$ cat src/verilog/desl_pkg.sv
// Package for the display event and status logic: register map, field layout, timing.
// Assumes a 125 MHz display clock.
package desl_pkg;
   localparam int unsigned CLK_MHZ = 125;
   localparam logic [19:0] ADDR_PLUG_CTL = 20'h44030;
   localparam logic [19:0] ADDR_ERR_FLAGS = 20'h44040;
   localparam logic [19:0] ADDR_RESP_MASK = 20'h44050;
   localparam int PLUG_EN_BIT = 4;
   localparam int PLUG_DUR_LSB = 2;
   localparam int PLUG_LONG_BIT = 1;
   localparam int PLUG_SHORT_BIT = 0;
   localparam int ERR_POISON_BIT = 31;
   localparam int ERR_XLAT_TABLE_BIT = 29;
   localparam int ERR_PTE_BIT = 28;
   localparam int ERR_FAULT_LSB = 15;
   localparam int ERR_UNDER_STRIDE = 3;
   localparam logic [31:0] ERR_MASK = 32'hB0FF_8049;
   localparam logic [31:0] RESP_MASK_VALID = 32'h0070_EF2F;
   localparam logic [31:0] RESET_ZERO = 32'h0000_0000;
   // Short-pulse limits in microseconds
   localparam int unsigned DUR_US_0 = 2000;
   localparam int unsigned DUR_US_1 = 4500;
   localparam int unsigned DUR_US_2 = 6000;
   localparam int unsigned DUR_US_3 = 100000;
   localparam int unsigned CYC_DUR_0 = DUR_US_0 * CLK_MHZ;
   localparam int unsigned CYC_DUR_1 = DUR_US_1 * CLK_MHZ;
   localparam int unsigned CYC_DUR_2 = DUR_US_2 * CLK_MHZ;
   localparam int unsigned CYC_DUR_3 = DUR_US_3 * CLK_MHZ;
   localparam int CNT_W = 24;
   // Per-pipe message bit positions: scanline, primary, sprite, vblank, hblank
   localparam int MSG_A_SL = 0;
   localparam int MSG_A_PRI = 1;
   localparam int MSG_A_SPR = 2;
   localparam int MSG_A_VB = 3;
   localparam int MSG_A_HB = 5;
   localparam int MSG_B_SL = 8;
   localparam int MSG_B_PRI = 9;
   localparam int MSG_B_SPR = 10;
   localparam int MSG_B_VB = 11;
   localparam int MSG_B_HB = 13;
   localparam int MSG_C_SL = 14;
   localparam int MSG_C_PRI = 15;
   localparam int MSG_C_SPR = 20;
   localparam int MSG_C_VB = 21;
   localparam int MSG_C_HB = 22;
   typedef enum logic [1:0] {
      DESL_PIN_IDLE = 2'b00,
      DESL_PIN_HIGH = 2'b01
   } desl_pin_state_t;
endpackage : desl_pkg

$ cat src/verilog/desl_top.sv
// Display event and status logic: port A plug detect, error flags, render response message.
// Assumes all inputs synchronous to i_clk_sys; plug pin sampled directly.
// Function
// - Input-enable bit gates plug pin buffer
// - Enabled buffer lets status follow pin
// - Duration field picks short pulse limit
// - Long sets bit 1, short bit 0
// - Plug status sticky, write-one clears
// - OR of plug status to live status
// - Error bits sticky W1C, OR combined
// - Poison message sets bit 31
// - Table notices set bits 29, 28
// - Plane faults set bits 15 to 23
// - Pipe underrun sets bits 0, 3, 6
// - Pipe A flips and blanks to bits
// - Pipe B events to bits 8 to 13
// - Pipe C events to bits 14 to 22
// - Scanline event at matching compare line
// - Pipe A scanline event in bit 0
// - Only unmasked events send and report
`timescale 1ns/1ns
`default_nettype none
module desl_top
   import desl_pkg::*;
(
   input wire logic i_clk_sys,
   input wire logic i_rst_b,
   input wire logic [19:0] i_reg_addr,
   input wire logic i_reg_wr,
   input wire logic i_reg_rd,
   input wire logic [31:0] i_reg_wdata,
   output logic [31:0] o_reg_rdata,
   input wire logic i_plug_detect_pin,
   input wire logic i_poison_msg,
   input wire logic i_graphics_translation_table_invalid,
   input wire logic i_pte_invalid,
   input wire logic [8:0] i_plane_fault,
   input wire logic [2:0] i_fifo_underrun,
   input wire logic [2:0] i_flip_pri_done,
   input wire logic [2:0] i_flip_spr_done,
   input wire logic [2:0] i_vblank_start,
   input wire logic [2:0] i_hblank_start,
   input wire logic [2:0] i_line_start,
   input wire logic [35:0] i_line_count,
   input wire logic [35:0] i_line_compare,
   output logic o_live_plug,
   output logic o_live_error,
   output logic o_resp_valid,
   output logic [31:0] o_resp_msg
);
   import desl_pkg::*;

   ////////////////////////////////////////////////////////////////////////
   // Register decode
   function automatic logic hit(input logic [19:0] a, input logic [19:0] r);
      return a == r;
   endfunction : hit

   logic wr_plug, wr_err, wr_mask;
   assign wr_plug = i_reg_wr && hit(i_reg_addr, ADDR_PLUG_CTL);
   assign wr_err = i_reg_wr && hit(i_reg_addr, ADDR_ERR_FLAGS);
   assign wr_mask = i_reg_wr && hit(i_reg_addr, ADDR_RESP_MASK);

   ////////////////////////////////////////////////////////////////////////
   // Plug detect control and pulse measurement
   logic plug_en, next_plug_en;
   logic [1:0] plug_dur, next_plug_dur;
   logic [1:0] plug_stat, next_plug_stat;
   desl_pin_state_t pin_st, next_pin_st;
   logic [CNT_W-1:0] pulse_cnt, next_pulse_cnt;
   logic [CNT_W-1:0] short_lim;
   logic pin_gated;
   logic next_live_plug;

   assign pin_gated = plug_en & i_plug_detect_pin;

   always_comb begin
      case (plug_dur)
         2'b00: short_lim = CNT_W'(CYC_DUR_0);
         2'b01: short_lim = CNT_W'(CYC_DUR_1);
         2'b10: short_lim = CNT_W'(CYC_DUR_2);
         default: short_lim = CNT_W'(CYC_DUR_3);
      endcase
   end

   always_comb begin
      logic ev_long;
      logic ev_short;
      ev_long = 1'b0;
      ev_short = 1'b0;
      next_plug_en = plug_en;
      next_plug_dur = plug_dur;
      next_pin_st = pin_st;
      next_pulse_cnt = pulse_cnt;
      case (pin_st)
         DESL_PIN_IDLE: begin
            next_pulse_cnt = '0;
            if (pin_gated) begin
               next_pin_st = DESL_PIN_HIGH;
            end
         end
         DESL_PIN_HIGH: begin
            if (!pin_gated) begin
               next_pin_st = DESL_PIN_IDLE;
               if (pulse_cnt < short_lim) begin
                  ev_short = 1'b1;
               end
            end else if (pulse_cnt == short_lim) begin
               ev_long = 1'b1;
               next_pulse_cnt = pulse_cnt + CNT_W'(1);
            end else if (pulse_cnt < short_lim) begin
               next_pulse_cnt = pulse_cnt + CNT_W'(1);
            end
         end
         default: begin
            next_pin_st = DESL_PIN_IDLE;
         end
      endcase
      next_plug_stat = plug_stat;
      if (wr_plug) begin
         next_plug_en = i_reg_wdata[PLUG_EN_BIT];
         next_plug_dur = i_reg_wdata[PLUG_DUR_LSB +: 2];
         next_plug_stat = plug_stat & ~i_reg_wdata[PLUG_SHORT_BIT +: 2];
      end
      next_plug_stat[PLUG_LONG_BIT] = next_plug_stat[PLUG_LONG_BIT] | ev_long;
      next_plug_stat[PLUG_SHORT_BIT] = next_plug_stat[PLUG_SHORT_BIT] | ev_short;
      next_live_plug = |next_plug_stat;
   end

   ////////////////////////////////////////////////////////////////////////
   // Error flags
   logic [31:0] err, next_err, err_set;
   logic next_live_error;
   always_comb begin
      err_set = RESET_ZERO;
      err_set[ERR_POISON_BIT] = i_poison_msg;
      err_set[ERR_XLAT_TABLE_BIT] = i_graphics_translation_table_invalid;
      err_set[ERR_PTE_BIT] = i_pte_invalid;
      err_set[ERR_FAULT_LSB +: 9] = i_plane_fault;
      for (int p = 0; p < 3; p++) begin
         err_set[p * ERR_UNDER_STRIDE] = i_fifo_underrun[p];
      end
      next_err = err;
      if (wr_err) begin
         next_err = err & ~i_reg_wdata;
      end
      next_err = (next_err | err_set) & ERR_MASK;
      next_live_error = |next_err;
   end

   ////////////////////////////////////////////////////////////////////////
   // Render response message
   logic [31:0] resp_mask, next_resp_mask;
   logic [31:0] ev_raw, ev_gated;
   logic [2:0] line_hit;
   logic next_resp_valid;
   localparam int SL_POS [3] = '{MSG_A_SL, MSG_B_SL, MSG_C_SL};
   localparam int PRI_POS [3] = '{MSG_A_PRI, MSG_B_PRI, MSG_C_PRI};
   localparam int SPR_POS [3] = '{MSG_A_SPR, MSG_B_SPR, MSG_C_SPR};
   localparam int VB_POS [3] = '{MSG_A_VB, MSG_B_VB, MSG_C_VB};
   localparam int HB_POS [3] = '{MSG_A_HB, MSG_B_HB, MSG_C_HB};

   genvar g;
   generate
      for (g = 0; g < 3; g++) begin : g_line
         assign line_hit[g] = i_line_start[g] &&
            (i_line_count[g*12 +: 12] == i_line_compare[g*12 +: 12]);
      end
   endgenerate

   always_comb begin
      ev_raw = RESET_ZERO;
      for (int p = 0; p < 3; p++) begin
         ev_raw[SL_POS[p]] = line_hit[p];
         ev_raw[PRI_POS[p]] = i_flip_pri_done[p];
         ev_raw[SPR_POS[p]] = i_flip_spr_done[p];
         ev_raw[VB_POS[p]] = i_vblank_start[p];
         ev_raw[HB_POS[p]] = i_hblank_start[p];
      end
      ev_gated = ev_raw & ~resp_mask & RESP_MASK_VALID;
      next_resp_mask = wr_mask ? i_reg_wdata : resp_mask;
      next_resp_valid = |ev_gated;
   end

   ////////////////////////////////////////////////////////////////////////
   // Read mux
   logic [31:0] next_rdata;
   always_comb begin
      next_rdata = RESET_ZERO;
      if (i_reg_rd) begin
         if (hit(i_reg_addr, ADDR_PLUG_CTL)) begin
            next_rdata[PLUG_EN_BIT] = plug_en;
            next_rdata[PLUG_DUR_LSB +: 2] = plug_dur;
            next_rdata[PLUG_SHORT_BIT +: 2] = plug_stat;
         end else if (hit(i_reg_addr, ADDR_ERR_FLAGS)) begin
            next_rdata = err;
         end else if (hit(i_reg_addr, ADDR_RESP_MASK)) begin
            next_rdata = resp_mask;
         end
      end
   end

   ////////////////////////////////////////////////////////////////////////
   // State registers, one process per group
   always_ff @(posedge i_clk_sys or negedge i_rst_b) begin
      if (!i_rst_b) begin
         plug_en <= 1'b0;
         plug_dur <= 2'b00;
         plug_stat <= 2'b00;
         pin_st <= DESL_PIN_IDLE;
         pulse_cnt <= '0;
         o_live_plug <= 1'b0;
      end else begin
         plug_en <= next_plug_en;
         plug_dur <= next_plug_dur;
         plug_stat <= next_plug_stat;
         pin_st <= next_pin_st;
         pulse_cnt <= next_pulse_cnt;
         o_live_plug <= next_live_plug;
      end
   end

   always_ff @(posedge i_clk_sys or negedge i_rst_b) begin
      if (!i_rst_b) begin
         err <= RESET_ZERO;
         o_live_error <= 1'b0;
      end else begin
         err <= next_err;
         o_live_error <= next_live_error;
      end
   end

   always_ff @(posedge i_clk_sys or negedge i_rst_b) begin
      if (!i_rst_b) begin
         resp_mask <= RESET_ZERO;
         o_resp_valid <= 1'b0;
         o_resp_msg <= RESET_ZERO;
      end else begin
         resp_mask <= next_resp_mask;
         o_resp_valid <= next_resp_valid;
         o_resp_msg <= ev_gated;
      end
   end

   always_ff @(posedge i_clk_sys or negedge i_rst_b) begin
      if (!i_rst_b) begin
         o_reg_rdata <= RESET_ZERO;
      end else begin
         o_reg_rdata <= next_rdata;
      end
   end

   ////////////////////////////////////////////////////////////////////////
   // Checks
   a_buffer_gated: assert property (@(posedge i_clk_sys) disable iff (!i_rst_b)
      !plug_en |=> pin_st == DESL_PIN_IDLE)
      else $error("plug state not idle while buffer disabled");
   a_short_sets: assert property (@(posedge i_clk_sys) disable iff (!i_rst_b)
      (pin_st == DESL_PIN_HIGH && !pin_gated && pulse_cnt < short_lim) |=> plug_stat[PLUG_SHORT_BIT])
      else $error("short pulse not recorded");
   a_long_sets: assert property (@(posedge i_clk_sys) disable iff (!i_rst_b)
      (pin_st == DESL_PIN_HIGH && pin_gated && pulse_cnt == short_lim) |=> plug_stat[PLUG_LONG_BIT])
      else $error("long pulse not recorded");
   a_plug_sticky: assert property (@(posedge i_clk_sys) disable iff (!i_rst_b)
      (plug_stat[PLUG_SHORT_BIT] && !(wr_plug && i_reg_wdata[PLUG_SHORT_BIT])) |=> plug_stat[PLUG_SHORT_BIT])
      else $error("plug status dropped without clear");
   a_plug_clear: assert property (@(posedge i_clk_sys) disable iff (!i_rst_b)
      (wr_plug && i_reg_wdata[PLUG_SHORT_BIT] && !(pin_st == DESL_PIN_HIGH && !pin_gated)) |=> !plug_stat[PLUG_SHORT_BIT])
      else $error("plug status not cleared by write of one");
   a_plug_live: assert property (@(posedge i_clk_sys) disable iff (!i_rst_b)
      ##1 o_live_plug == |plug_stat)
      else $error("plug live bit differs from status");
   a_err_live: assert property (@(posedge i_clk_sys) disable iff (!i_rst_b)
      ##1 o_live_error == |err)
      else $error("error live bit differs from flags");
   a_err_sticky: assert property (@(posedge i_clk_sys) disable iff (!i_rst_b)
      (err[ERR_POISON_BIT] && !(wr_err && i_reg_wdata[ERR_POISON_BIT])) |=> err[ERR_POISON_BIT])
      else $error("error flag dropped without clear");
   a_poison_sets: assert property (@(posedge i_clk_sys) disable iff (!i_rst_b)
      i_poison_msg |=> err[ERR_POISON_BIT])
      else $error("poison event lost");
   a_pte_sets: assert property (@(posedge i_clk_sys) disable iff (!i_rst_b)
      i_pte_invalid |=> err[ERR_PTE_BIT])
      else $error("page table entry event lost");
   a_fault_sets: assert property (@(posedge i_clk_sys) disable iff (!i_rst_b)
      i_plane_fault[8] |=> err[ERR_FAULT_LSB + 8])
      else $error("pipe C sprite fault lost");
   a_underrun_sets: assert property (@(posedge i_clk_sys) disable iff (!i_rst_b)
      i_fifo_underrun[1] |=> err[ERR_UNDER_STRIDE])
      else $error("pipe B underrun lost");
   a_vblank_msg: assert property (@(posedge i_clk_sys) disable iff (!i_rst_b)
      (i_vblank_start[0] && !resp_mask[MSG_A_VB]) |=> (o_resp_valid && o_resp_msg[MSG_A_VB]))
      else $error("pipe A vertical blank not sent");
   a_line_msg: assert property (@(posedge i_clk_sys) disable iff (!i_rst_b)
      (i_line_start[1] && i_line_count[23:12] == i_line_compare[23:12] && !resp_mask[MSG_B_SL])
      |=> o_resp_msg[MSG_B_SL])
      else $error("pipe B scanline not sent");
   a_reserved_zero: assert property (@(posedge i_clk_sys) disable iff (!i_rst_b)
      (err & ~ERR_MASK) == RESET_ZERO)
      else $error("reserved error bit set");
   a_mask_blocks: assert property (@(posedge i_clk_sys) disable iff (!i_rst_b)
      (o_resp_msg & $past(resp_mask)) == RESET_ZERO)
      else $error("masked event reported");
   c_short_pulse: cover property (@(posedge i_clk_sys) disable iff (!i_rst_b)
      $rose(plug_stat[PLUG_SHORT_BIT]));
   c_long_pulse: cover property (@(posedge i_clk_sys) disable iff (!i_rst_b)
      $rose(plug_stat[PLUG_LONG_BIT]));
   c_set_clear: cover property (@(posedge i_clk_sys) disable iff (!i_rst_b)
      wr_err && i_reg_wdata[ERR_POISON_BIT] && i_poison_msg);
   c_resp_sent: cover property (@(posedge i_clk_sys) disable iff (!i_rst_b)
      o_resp_valid && o_resp_msg[MSG_B_SL]);
   c_masked_sent: cover property (@(posedge i_clk_sys) disable iff (!i_rst_b)
      o_resp_valid && resp_mask != RESET_ZERO);
endmodule : desl_top
`default_nettype wire

$ cat config.mk
export PLATFORM = sky130hd
export DESIGN_NAME = desl_top
export DESIGN_NICKNAME = d
export VERILOG_FILES = /design/src/verilog/desl_pkg.sv /design/src/verilog/desl_top.sv
export SDC_FILE = /design/constraint.sdc
export NUM_CORES = 1
export LEC_CHECK = 0
export BUFFER_PORTS_ARGS = -buffer_cell sky130_fd_sc_hd__clkbuf_2
export CORE_UTILIZATION = 40
export CTS_CLUSTER_SIZE = 8
export DETAILED_ROUTE_END_ITERATION = 6
export PLACE_DENSITY = 0.66
export SLEW_MARGIN = 20
export SYNTH_ARGS = -nofsm -noshare
export SYNTH_HDL_FRONTEND = slang
export SYNTH_SLANG_ARGS = --single-unit
$ cat constraint.sdc
create_clock -name i_clk_sys -period 4.3 [get_ports i_clk_sys]
set_input_delay 1.075 -clock i_clk_sys [delete_from_list [all_inputs] [get_ports i_clk_sys]]
set_output_delay 1.075 -clock i_clk_sys [all_outputs]
set_load 0.02 [all_outputs]
# [Word-level counts from Yosys, hierarchy flattened]
# Cells that the tools add are included.
[word_totals] ramBits=0 latch_bits=0 out_inout_bits=67 memories=0 inputBits=159 mem_bits_ro=0 ff_bits=128 elab_cells=73
[op_classes] reduce_logical=14 n_bitwise=10 div_mod_pow=0 n_eq_ne=14 n_mux=21 n_addsub=1 magnitude_cmp=1 shifts=0 mul=0
[op_table] cell="32-bit 2-to-1 mux" count=4
[op_table] cell="24-bit 2-to-1 mux" count=3
[op_table] cell="24-bit case mux with 3 select lines" count=1
[op_table] cell="20-bit by 19-bit equality test with 1-bit output, second input constant" count=3
[op_table] cell="24-bit case mux with 2 select lines" count=1
[op_table] cell="12-bit equality test" count=3
[op_table] cell="32-bit bitwise AND" count=1
[op_table] cell="32-bit inverter" count=1
[op_table] cell="32-bit bitwise OR" count=1
[op_table] cell="15-bit OR reduction" count=2
[op_table] cell="27-bit 2-to-1 mux" count=1
[op_table] cell="24-bit by 1-bit adder with 24-bit output, second input constant" count=1
[op_table] cell="24-bit equality test" count=1
[op_table] cell="24-bit less-than comparator" count=1
[op_table] cell="23-bit bitwise AND" count=1
[op_table] cell="23-bit inverter" count=1
[op_table] cell="1-bit logical AND" count=6
[op_table] cell="1-bit 2-to-1 mux" count=6
[op_table] cell="2-bit 2-to-1 mux" count=3
[op_table] cell="2-bit inequality test, second input constant" count=3
[op_table] cell="5-bit 2-to-1 mux" count=1
[op_table] cell="2-bit by 1-bit equality test with 1-bit output, second input constant" count=2
[op_table] cell="2-bit zero test" count=2
[op_table] cell="2-bit case mux with 2 select lines" count=1
[op_table] cell="other kinds (10)" count=11

# [Logic depth before layout (Yosys ltp)]
# Gate-level depths: netlist of the first run.
[depth] ltp_word=8 depth_mapped=12 mapped_depth_nobuf=10

# [Worst setup path before layout of the first run]
# No wires, ideal clock.
[synth_timing] kind="in2reg" from="input port i_reg_addr[7]" to="register o_live_error" n_path_buf=0 t_required_ns=4.161 arrival_ns=3.266 stages=6 setup_slack_ns=0.896 setup_time_ns=0.139 cell_sequence="or4_4 nor4b_4 a31oi_1 or2_1 or4_1 or4_1"
[synth_between] elab_chain_len=5
[synth_rtl] item="start: declaration" line_no="desl_top.sv:28" source="input wire logic [19:0] i_reg_addr,"
[synth_rtl] item="20-bit by 19-bit equality test with 1-bit output" line_no="desl_top.sv:56" source="return a == r;"
[synth_rtl] item="1-bit logical AND" line_no="desl_top.sv:61" source="assign wr_err = i_reg_wr && hit(i_reg_addr, ADDR_ERR_FLAGS);"
[synth_rtl] item="32-bit 2-to-1 mux" line_no="desl_top.sv:144" source="if (wr_err) begin"
[synth_rtl] item="32-bit bitwise OR" line_no="desl_top.sv:147" source="next_err = (next_err | err_set) & ERR_MASK;"
[synth_rtl] item="via next_err[18]" line_no="desl_top.sv:132" source="logic [31:0] err, next_err, err_set;"
[synth_rtl] item="15-bit OR reduction" line_no="desl_top.sv:148" source="next_live_error = |next_err;"
[synth_rtl] item="via next_live_error" line_no="desl_top.sv:133" source="logic next_live_error;"
[synth_rtl] item="end signal: assignment" line_no="desl_top.sv:229" source="o_live_error <= next_live_error;"
[synth_rtl] item="end: declaration" line_no="desl_top.sv:47" source="output logic o_live_error,"
# The timed path passes the listed nets, and every way through them passes these cells.
# A chain may end at the register's enable or synchronous reset.

# [Final worst setup path of the first run]
[layout_timing] from="register plug_dur[1]" to="register pulse_cnt[9]"
[layout_between] elab_chain_len=6 word_cells_on_any_way=11 cone_classes="1 x order compare; 4 x eq/ne; 4 x mux; 2 x reduce/logical"
[layout_rtl] item="start: declaration" line_no="desl_top.sv:67" source="logic [1:0] plug_dur, next_plug_dur;"
[layout_rtl] item="start signal: assignment" line_no="desl_top.sv:215" source="plug_dur <= next_plug_dur;"
[layout_rtl] item="2-bit equality test, or another cell as far along" line_no="desl_top.sv:78" source="case (plug_dur)"
[layout_rtl] item="24-bit case mux with 3 select lines (*)" line_no="desl_top.sv:78"
[layout_rtl] item="branches (longest 4 deep; another with 24-bit less-than comparator)"
[layout_rtl] item="end signal: assignment" line_no="desl_top.sv:218" source="pulse_cnt <= next_pulse_cnt;"
[layout_rtl] item="end: declaration" line_no="desl_top.sv:70" source="logic [CNT_W-1:0] pulse_cnt, next_pulse_cnt;"
# Every way passes the cells marked *. The select of a mux whose other input is x is not followed.

==> results of run 1 <==
==> sequential cells by signal, summed over array words and instances (netlist names) <==
name,cells
err,15
o_live_error,1
o_live_plug,1
o_reg_rdata,32
o_resp_msg,15
o_resp_valid,1
pin_st,1
plug_dur,2
plug_en,1
plug_stat,2
pulse_cnt,24
resp_mask,32
==> kinds of logic (layout without fill, tap and decap cells) <==
group                    count (synthesis)  in the layout  synth area share (%)
AO/OA/AOI/OAI                           79             79                 8.749
AND/OR/NAND/NOR                        213            213                 18.93
XOR/XNOR                                37             37                 5.014
multiplexers                            48             48                 8.091
flip-flops                             127            127                 49.17
buffers and inverters                   68            286                 4.955
adder cells (fa/ha/maj)                 26             26                 5.033
other                                    1             18               0.05802
==> routing by layer <==
metal / vias up / part of all wire (%)
met1: 2566 / 38
met3: 26 / 6.3
met5: - / 0.075
met4: 2 / 2.0
li1: 2578 / -
met2: 172 / 53
==> final cells by class <==
class | count | area [µm²]
Sequential cell | 127 | 3178
Fill cell | 1401 | 7473
Multi-Input combinational cell | 420 | 3033
Tap cell | 216 | 270.3
Timing Repair Buffer | 224 | 1189
Inverter | 30 | 112.6
Antenna cell | 1 | 2.502
Clock buffer | 17 | 425.4
Clock inverter | 15 | 143.9
==> stage by stage <==
stage	area (µm²)	util (%)	std cells
6_report	8354	52.78	1050
5_1_grt	8354	52.78	1050
4_1_cts	8352	52.77	1049
3_5_place_dp	7782	49.17	1017
3_3_place_gp	7782	49.17	1017
2_1_floorplan	6524	-	615
==> worst max-delay path: cells and delay by family, from the launching register on <==
| family | cells | cell delay, ps |
|---|---|---|
| AOI/OAI and AO/OA | 5 | 1520 |
| adders and majority gates | 2 | 510 |
| buffers and inverters | 3 | 630 |
| DFF | 1 | 450 |
| and+or+nand+nor | 2 | 230 |
==> where the power goes <==
group / internal (W) / total (W) / switching (W)
combinational: 0.000159 / 0.000427 / 0.000268
clock: 0.000766 / 0.00138 / 0.000616
sequential: 0.00122 / 0.00123 / 0.0000178
==> cell usage in the layout, fill, tap and decap left out, drive strengths merged, types with 5 or more instances in the layout <==
| master | netlist | layout |
|---|---|---|
| or2 | 15 | 15 |
| xnor2 | 25 | 25 |
| xor2 | 12 | 12 |
| a31oi | 13 | 13 |
| conb | 1 | 17 |
| mux2 | 34 | 34 |
| a21oi | 11 | 11 |
| buf | 22 | 17 |
| nand3 | 26 | 26 |
| inv | 30 | 40 |
| nor2 | 19 | 19 |
| nand2 | 43 | 43 |
| ha | 26 | 26 |
| nor3 | 5 | 5 |
| nor4 | 14 | 14 |
| and2 | 17 | 17 |
| and3 | 6 | 6 |
| nor2b | 16 | 16 |
| o211ai | 7 | 7 |
| mux2i | 14 | 14 |
| a21o | 6 | 6 |
| o21ai | 8 | 8 |
| or4 | 15 | 15 |
| nand4b | 8 | 8 |
| dfrtp | 127 | 127 |
| o311ai | 10 | 10 |
| nand4 | 14 | 14 |
| clkbuf | 16 | 224 |
==> how the worst max path moves through the flow <==
| stage | startpoint | end | slack [ps] | depth (start not counted) |
|---|---|---|---|---|
| 6_report | plug_dur[1]$_DFFE_PN0P_ | pulse_cnt[9]$_DFFE_PN0P_ | 830 | 12 |
| 5_1_grt | plug_dur[1]$_DFFE_PN0P_ | pulse_cnt[3]$_DFFE_PN0P_ | 610 | 12 |
| 2_1_floorplan | i_reg_addr[7] | o_live_error$_DFF_PN0_ | 900 | 6 |
| 4_1_cts | plug_dur[1]$_DFFE_PN0P_ | pulse_cnt[9]$_DFFE_PN0P_ | 870 | 12 |
| 3_3_place_gp | i_reg_addr[7] | o_live_error$_DFF_PN0_ | 520 | 7 |
| 3_5_place_dp | i_reg_addr[7] | o_live_error$_DFF_PN0_ | 450 | 7 |
==> qor.txt, run 1 <==
outcome -> complete, no violations
Post-CTS Hold Buffers -> 0
gr usage total -> 21.25%
Core Area -> 0.01583 mm²
Final Net Count -> 1005
Yosys cell types -> 55
CP Max Fanout -> 17
met1 Use GR -> 23.55%
worst-margin pin slew -> 848.5 ps
hold_sp -> resp_mask[5]$_DFFE_PN0P_
maximum root-to-sink buffer count -> 2
delay of the slowest critical-path stage -> 520 ps
sequential area share after synthesis -> 49.17%
Post-synth EDFFs -> 0
Fmax -> 0.2883 GHz
crit-path cells -> ha_1 > inv_1 > o21ai_0 > buf_4 > ha_1 > nand4_1 > a21oi_1 > o31ai_1 > a31oi_2 > buf_4 > o311ai_0 > nand3_1
Max-cap violations -> 0
IO Port Bufs -> 208
Post-Route WL -> 17430 µm
M3 GR Usage -> 5.574%
R2R Path Start -> plug_dur[1]$_DFFE_PN0P_
Initial Utilization -> 40.84%
Synth top area share -> 49.17%
dpl hpwl -> 13540 µm
pin count of the biggest net entering global routing -> 66
gpl congestion -> 0.8279
DP Worst Slack -> 454.7 ps
worst path arrival time -> 3760 ps
synth warn -> 0
Leak -> 4.217 nW
Max Slew Vio Count -> 0
Req. time, crit path -> 4590 ps
GR peak layer -> met2
Clock Skews -> 7.212 ps
CTS Buf Count -> 17
Startpoint Class -> flip-flop
CTS tree -> yes
Hold Path Class -> flip-flop to flip-flop
drt wl/cell -> 16.60 µm
Worst IR Drop VDD -> 0.3009 mV
count leader, synth -> dfrtp_1
#FFs+latches synth -> 127
Layout area overhead -> 29.25%
I/O pin cnt -> 226
Iteration-0 DRC Markers -> 202
GR Util met2 -> 38.93%
power density cells -> 364.4 mW/mm²
Clock Sink Count -> 127
setup violators final -> 0
Synth Cell Area -> 0.006464 mm²
DR vias/cell -> 5.090
gate count of the mapped netlist -> 599
die area -> 0.01667 mm²
die height -> 129.1 µm
post-CTS setup buffer count -> 0
flop-to-flop setup slack -> 830 ps
Routed Antenna Nets -> 0
RSZ-0062 raised after global routing -> false
critical path endpoint category -> flip-flop
top post-synthesis cells by count -> 127 x dfrtp_1, 43 x nand2_1, 33 x mux2_2
drt drc -> 0
Most used DFF post-synth -> dfrtp_1
hold depth -> 1
Fin. Hold Viols -> 0
drt pass-1 iters -> 4
async set-or-reset flop fraction in the synthesized netlist -> 100.0%
RR Endpoint -> pulse_cnt[9]$_DFFE_PN0P_
clock transition at the registers of the reported paths -> 60 ps
Tcrit/Tclk final -> 80.66%
Worst path slowest cell -> o31ai_1
initial antenna violation count -> 2
max_slew headroom -> 43.43%
Final TNS setup -> 0 ps
routed via count -> 5344
global-route wire length before repair -> 26480 µm
vias in the first global route -> 5174
top post-synthesis cells by area -> dfrtp_1 49%, mux2_2 5.7%, ha_1 5.0%, xnor2_1 3.4%, nand2_1 2.5%
WHS -> 472.0 ps
worst-skew pair later-pin latency -> 420 ps
Overflow after GRT -> 0
Worst Path Class, Setup -> flip-flop to flip-flop
Hold EP -> o_resp_msg[5]$_DFF_PN0_
H-tree depth -> 4
PostCTS Resize Cnt -> 0
Register-to-Register Path Depth -> 12
chip width -> 129.1 µm
share of layout cells above drive strength 1 -> 36.73%
Root Buffer -> clkbuf_16
setup ws final -> 831.4 ps
Final min period -> 3469 ps
row cnt -> 46
total power -> 0.003045 W
area leader, netlist -> dfrtp_1
Syn Area/Cell -> 10.79 µm²
No activity file was read; power rests on OpenSTA's default activity.
==> inputs of run 2 (changes only) <==
- clock period: 4.3 -> 3.2 ns (I/O delays scaled with it)
==> run 2 against run 1 <==
  * Global-route usage grew 0.31 points
  * Hold slack lost 80 ps
  * Combinational power grew 32%
  * Final cell count grew 2.9%
  * Sequential power grew 37%
  * Total power grew 40%
  * Wire length grew 1.5%
  * Largest power group unchanged
  * Highest routed layer unchanged
==> qor.txt, run 2 (same netlist as run 1, synthesis figures left out) <==
Worst IR Drop VDD -> 0.3735 mV (+24%)
Register-to-Register Path Depth -> 13 (+1)
global-route wire length before repair -> 26590 µm (+0.44%)
gpl congestion -> 0.8292 (+0.16%)
RSZ-0062 raised after global routing -> false
Worst Path Class, Setup -> flip-flop to flip-flop
Final TNS setup -> 0 ps (unchanged)
post-route cell area -> 0.008637 mm² (+3.4%)
CTS tree -> yes
initial antenna violation count -> 2 (unchanged)
worst-skew pair later-pin latency -> 420 ps (about the same)
max_slew headroom -> 56.04% (+13 points)
Clock Skews -> 9.449 ps (+2.237 ps)
maximum root-to-sink buffer count -> 2 (unchanged)
Leak -> 4.389 nW (+4.1%)
DP Area -> 0.008001 mm² (+2.8%)
Max-cap violations -> 0 (unchanged)
Initial Utilization -> 40.84% (unchanged)
R2R Path Start -> plug_dur[1]$_DFFE_PN0P_
largest registers -> o_reg_rdata x32, resp_mask x32, pulse_cnt x24
pin count of the biggest net entering global routing -> 48 (-27%)
CP Max Fanout -> 4 (-13)
commonest cells after routing, fill and taps aside -> 207 x clkbuf_2, 127 x dfrtp_1, 45 x buf_4
routed via count -> 5426 (+1.5%)
Overflow after GRT -> 0 (unchanged)
Clock Sink Count -> 127 (unchanged)
chip width -> 129.1 µm (unchanged)
H-tree depth -> 4 (unchanged)
power density cells -> 494.4 mW/mm² (+36%)
Core Area -> 0.01583 mm² (unchanged)
drt pass-1 iters -> 5 (+1)
Iteration-0 DRC Markers -> 281 (+39%)
DR vias/cell -> 5.024 (-1.3%)
post-CTS setup buffer count -> 0 (unchanged)
Post-CTS Hold Buffers -> 0 (unchanged)
die height -> 129.1 µm (unchanged)
Layout area overhead -> 33.62%
vias in the first global route -> 5197 (+0.44%)
gr usage total -> 21.56% (+0.31 points)
dpl hpwl -> 13570 µm (+0.24%)
share of layout cells above drive strength 1 -> 39.17% (+2.4 points)
flop-to-flop setup slack -> 160 ps (-670 ps)
Hold Path Class -> primary input to async pin
Final min period -> 3039 ps (-429.7 ps)
Tcrit/Tclk final -> 94.97% (+14 points)
CTS Buf Count -> 17 (unchanged)
worst path arrival time -> 3330 ps (-430 ps)
drt wl/cell -> 16.38 µm (-1.3%)
critical path endpoint category -> flip-flop
Routed Antenna Nets -> 0 (unchanged)
RR Endpoint -> o_live_plug$_DFF_PN0_
drt drc -> 0 (unchanged)
Startpoint Class -> flip-flop
worst-margin pin slew -> 659.4 ps (-189.1 ps)
Req. time, crit path -> 3490 ps (-1100 ps)
Final Net Count -> 1035 (+3.0%)
Root Buffer -> clkbuf_16
Max Slew Vio Count -> 0 (unchanged)
Fmax -> 0.3291 GHz (+14%)
I/O pin cnt -> 226 (unchanged)
# fillers -> 1414 (+0.93%)
Fin. Hold Viols -> 0 (unchanged)
clock transition at the registers of the reported paths -> 60 ps (about the same)
commonest non-fill, non-tap cell in the layout -> clkbuf_2
Post-Route WL -> 17690 µm (+1.5%)
row cnt -> 46 (unchanged)
die area -> 0.01667 mm² (unchanged)
IO Port Bufs -> 208 (unchanged)
setup violators final -> 0 (unchanged)
outcome -> complete, no violations
run 2: cell count changes in the layout (fill, tap and decap cells not counted), moves of 2 or more:
cell        delta
buf_4         +30
bufinv_16      +2
clkinv_4       +2
clkinvlp_4     -3
run 2: worst max-delay path by stage:
stage,start,endpoint,slack [ps],cells after the start
CTS,plug_dur[0]$_DFFE_PN0P_,o_live_plug$_DFF_PN0_,30,14
global route,plug_dur[0]$_DFFE_PN0P_,pulse_cnt[13]$_DFFE_PN0P_,5,15
global placement,i_reg_addr[7],o_live_error$_DFF_PN0_,-100,8
finish,plug_dur[1]$_DFFE_PN0P_,o_live_plug$_DFF_PN0_,160,13
detailed placement,i_reg_addr[7],o_live_error$_DFF_PN0_,-130,8
floorplan,i_reg_addr[7],o_live_error$_DFF_PN0_,70,6
run 2: per-stage QoR:
stage          worst slack, ps  hold slack [ps]  instances  total power, W  util (%)
2_1_floorplan            70.74            422.4        615        0.002017         -
5_1_grt                  5.357            432.3       1080        0.004443     54.57
3_3_place_gp            -95.52            445.0       1047        0.002274     50.55
3_5_place_dp            -132.4            457.0       1047        0.002276     50.55
6_report                 161.1            391.8       1080        0.004271     54.57
4_1_cts                  27.99            411.7       1079        0.004306     54.47
run 2: layout make-up:
| class | count | area [µm²] | area share (%) |
|---|---|---|---|
| diodes | 1 | 2.502 | 0.02897 |
| inverters | 30 | 112.6 | 1.304 |
| well taps | 216 | 270.3 | 3.129 |
| clock buffers | 17 | 425.4 | 4.925 |
| flip-flops and latches | 127 | 3178 | 36.80 |
| clock inverters | 15 | 195.2 | 2.260 |
| repair buffers | 254 | 1414 | 16.37 |
| multi-input cells | 420 | 3039 | 35.19 |
run 2: metal layers:
layer / global-route usage (%) / up-vias / share of wire, %
met5: 0 / - / 0.074
met4: 8.028 / 2 / 2.2
met3: 5.987 / 23 / 5.6
met2: 38.49 / 175 / 52
met1: 24.52 / 2591 / 41
li1: - / 2635 / -
run 2: power breakdown:
group | switching, W | internal, W
combinational | 0.000341 | 0.000222
sequential | 0.0000512 | 0.00164
clock | 0.000832 | 0.00119
run 2: what timing repair did:
item,in CTS,in global routing
gates resized for setup,0,4
hold endpoints to repair,0,0
endpoints found under the setup margin,0,17
run 2: critical path, cell delays in order (launching register included):
cell	delay, ps
dfrtp_1	410
inv_1	90
buf_4	170
ha_1	260
ha_1	320
nand4_1	160
nor4_2	290
buf_4	150
o31ai_1	60
buf_4	160
buf_4	130
and3_1	160
a32o_1	270
or2_2	290
==> inputs of run 3 (changes only) <==
- PLACE_DENSITY: 0.66 -> 0.69
- clock period: 3.2 -> 2.5 ns (I/O delays scaled with it)
==> run 3 against run 2 <==
  * The run now ends with setup timing left
  * Clock skew hardly changed
  * Worst setup slack got worse by 470 ps
  * Via count up 7.6%
  * Register-to-register slack got worse by 470 ps
  * Flip-flop and latch count is the same
  * First-iteration DRC count up 40%
  * Final cell count grew 3.9%
  * Total power grew 28%
  * Hold slack worse by 260 ps
  * Die area did not move
  * Clock power up 23%
  * Critical endpoint is now pulse_cnt[20]$_DFFE_PN0P_
  * Largest power group unchanged
  * Highest routed layer is now met4
==> qor.txt, run 3 (same netlist as run 1, synthesis figures left out) <==
commonest non-fill, non-tap cell in the layout -> clkbuf_2
power density cells -> 587.5 mW/mm² (+19%)
outcome -> finished with violations
Leak -> 4.669 nW (+6.4%)
Root Buffer -> clkbuf_16
routed via count -> 5841 (+7.6%)
RSZ-0062 raised after global routing -> true
Clock Skews -> 9.517 ps (+0.06731 ps)
worst-margin pin slew -> 642.0 ps (-17.37 ps)
Cells after DPL -> 1066 (+1.8%)
die height -> 129.1 µm (unchanged)
IO Port Bufs -> 208 (unchanged)
failing checks -> setup timing
# fillers -> 1266 (-10%)
gr usage total -> 23.30% (+1.7 points)
drt drc -> 0 (unchanged)
CTS Buf Count -> 17 (unchanged)
WHS -> 126.8 ps (-265.0 ps)
CTS tree -> yes
clock transition at the registers of the reported paths -> 60 ps (about the same)
die area -> 0.01667 mm² (unchanged)
register area -> 0.003181 mm² (about the same)
setup ws final -> -310.5 ps (-471.7 ps)
CP Max Fanout -> 5 (+1)
Max Slew Vio Count -> 0 (unchanged)
Worst Setup SP -> plug_dur[1]$_DFFE_PN0P_
crit path to -> pulse_cnt[20]$_DFFE_PN0P_
vias in the first global route -> 5555 (+6.9%)
Req. time, crit path -> 2860 ps (-630 ps)
Post-CTS Hold Buffers -> 0 (unchanged)
Layout area overhead -> 44.39%
Tcrit/Tclk final -> 112.4% (+17 points)
share of layout cells above drive strength 1 -> 46.12% (+7.0 points)
Fmax -> 0.3558 GHz (+8.1%)
initial antenna violation count -> 4 (+2)
max_slew headroom -> 56.80% (+0.76 points)
Final Util -> 58.96% (+4.4 points)
global-route wire length before repair -> 28610 µm (+7.6%)
drt pass-1 iters -> 7 (+2)
R2R Path Start -> plug_dur[1]$_DFFE_PN0P_
DP Worst Slack -> -615.6 ps (-483.2 ps)
worst-skew pair later-pin latency -> 430 ps (about the same)
chip width -> 129.1 µm (unchanged)
maximum root-to-sink buffer count -> 2 (unchanged)
Fin. Hold Viols -> 0 (unchanged)
Worst Path Class, Setup -> flip-flop to flip-flop
Iteration-0 DRC Markers -> 393 (+40%)
Post-Route WL -> 20110 µm (+14%)
Worst IR Drop VDD -> 0.4678 mV (+25%)
Register-to-Register Path Depth -> 12 (-1)
setup violators final -> 59 (+59)
flop-to-flop setup slack -> -310 ps (-470 ps)
Max-cap violations -> 0 (unchanged)
Core Area -> 0.01583 mm² (unchanged)
Initial Utilization -> 40.84% (unchanged)
drt wl/cell -> 17.92 µm (+9.5%)
Hold Path Class -> primary input to async pin
DR vias/cell -> 5.206 (+3.6%)
H-tree depth -> 4 (unchanged)
pin count of the biggest net entering global routing -> 44 (-8.3%)
row cnt -> 46 (unchanged)
I/O pin cnt -> 226 (unchanged)
commonest cells after routing, fill and taps aside -> 207 x clkbuf_2, 125 x dfrtp_1, 67 x buf_4
Clock Sink Count -> 127 (unchanged)
worst path arrival time -> 3170 ps (-160 ps)
gpl congestion -> 0.8089 (-2.4%)
critical path endpoint category -> flip-flop
largest registers -> o_reg_rdata x32, resp_mask x32, pulse_cnt x24
Final Net Count -> 1074 (+3.8%)
dpl hpwl -> 14410 µm (+6.2%)
Multi-input gate area -> 0.003337 mm² (+9.8%)
RR Endpoint -> pulse_cnt[20]$_DFFE_PN0P_
Final min period -> 2811 ps (-228.3 ps)
Overflow after GRT -> 0 (unchanged)
Startpoint Class -> flip-flop
Final Instance Count excl. Fillers -> 1122 (+3.9%)
Routed Antenna Nets -> 0 (unchanged)
run 3: cell types whose count changed in the layout (fill, tap and decap cells not counted), moves of 7 or more:
cell and change:
buf_6 +14, ha_4 +7, buf_4 +22, o311ai_0 -10, ha_1 -8
run 3: timing repair:
item | 4_1_cts | 5_1_grt
setup buffers | 8 | 7
pin swaps | 27 | 22
resized for setup | 40 | 34
cloned | 4 | 1
setup endpoints to repair | 27 | 59
run 3: worst min path at each step:
stage | from | endpoint | slack, ps | cells after the start
final | i_rst_b | resp_mask[20]$_DFFE_PN0P_ | 130 | 1
after floorplan | i_rst_b | err[0]$_DFF_PN0_ | 330 | 0
after detailed placement | resp_mask[21]$_DFFE_PN0P_ | o_resp_msg[21]$_DFF_PN0_ | 460 | 1
after CTS | i_rst_b | resp_mask[20]$_DFFE_PN0P_ | 130 | 1
after global routing | i_rst_b | resp_mask[20]$_DFFE_PN0P_ | 150 | 1
after global placement | resp_mask[13]$_DFFE_PN0P_ | o_resp_msg[13]$_DFF_PN0_ | 440 | 1
run 3: layout make-up:
type | count | area share, %
Antenna cell | 4 | 0.1073
Inverter | 30 | 1.314
Clock buffer | 17 | 4.558
Sequential cell | 127 | 34.08
Tap cell | 216 | 2.896
Clock inverter | 15 | 1.823
Multi-Input combinational cell | 420 | 35.76
Timing Repair Buffer | 293 | 19.47
run 3: worst max-delay path, stage by stage (launching register included):
cell and delay [ps]:
dfrtp_2 470, inv_4 80, ha_4 170, o21ai_4 230
buf_6 150, ha_4 200, nand4_1 140, a21oi_2 80
o31ai_4 300, buf_4 180, nand4_1 190, or4_1 460
nand3_1 90
run 3: where the power goes:
part           leakage (nW)  internal, W  total (W)  switching (W)
clock network         0.287      0.00142    0.00249        0.00107
registers              1.63      0.00209    0.00213      0.0000382
logic                  2.75     0.000330   0.000861       0.000531
run 3: through the flow:
| stage | power, W | instance area [µm²] | setup TNS, ps |
|---|---|---|---|
| 6_report | 0.005483 | 9333 | -9619 |
| 5_1_grt | 0.005670 | 9333 | -15060 |
| 4_1_cts | 0.005469 | 9089 | -5157 |
| 3_5_place_dp | 0.002974 | 8197 | -19300 |
| 3_3_place_gp | 0.002968 | 8197 | -17350 |
| 2_1_floorplan | 0.002587 | 6624 | -8705 |
run 3: routing by layer:
metal	wire (µm)	track usage (%)	vias to the layer above
met5	0	0	-
met3	1058	4.872	54
met2	10730	42.66	234
met1	7378	24.28	2839
li1	-	-	2714
met4	947	14.74	0
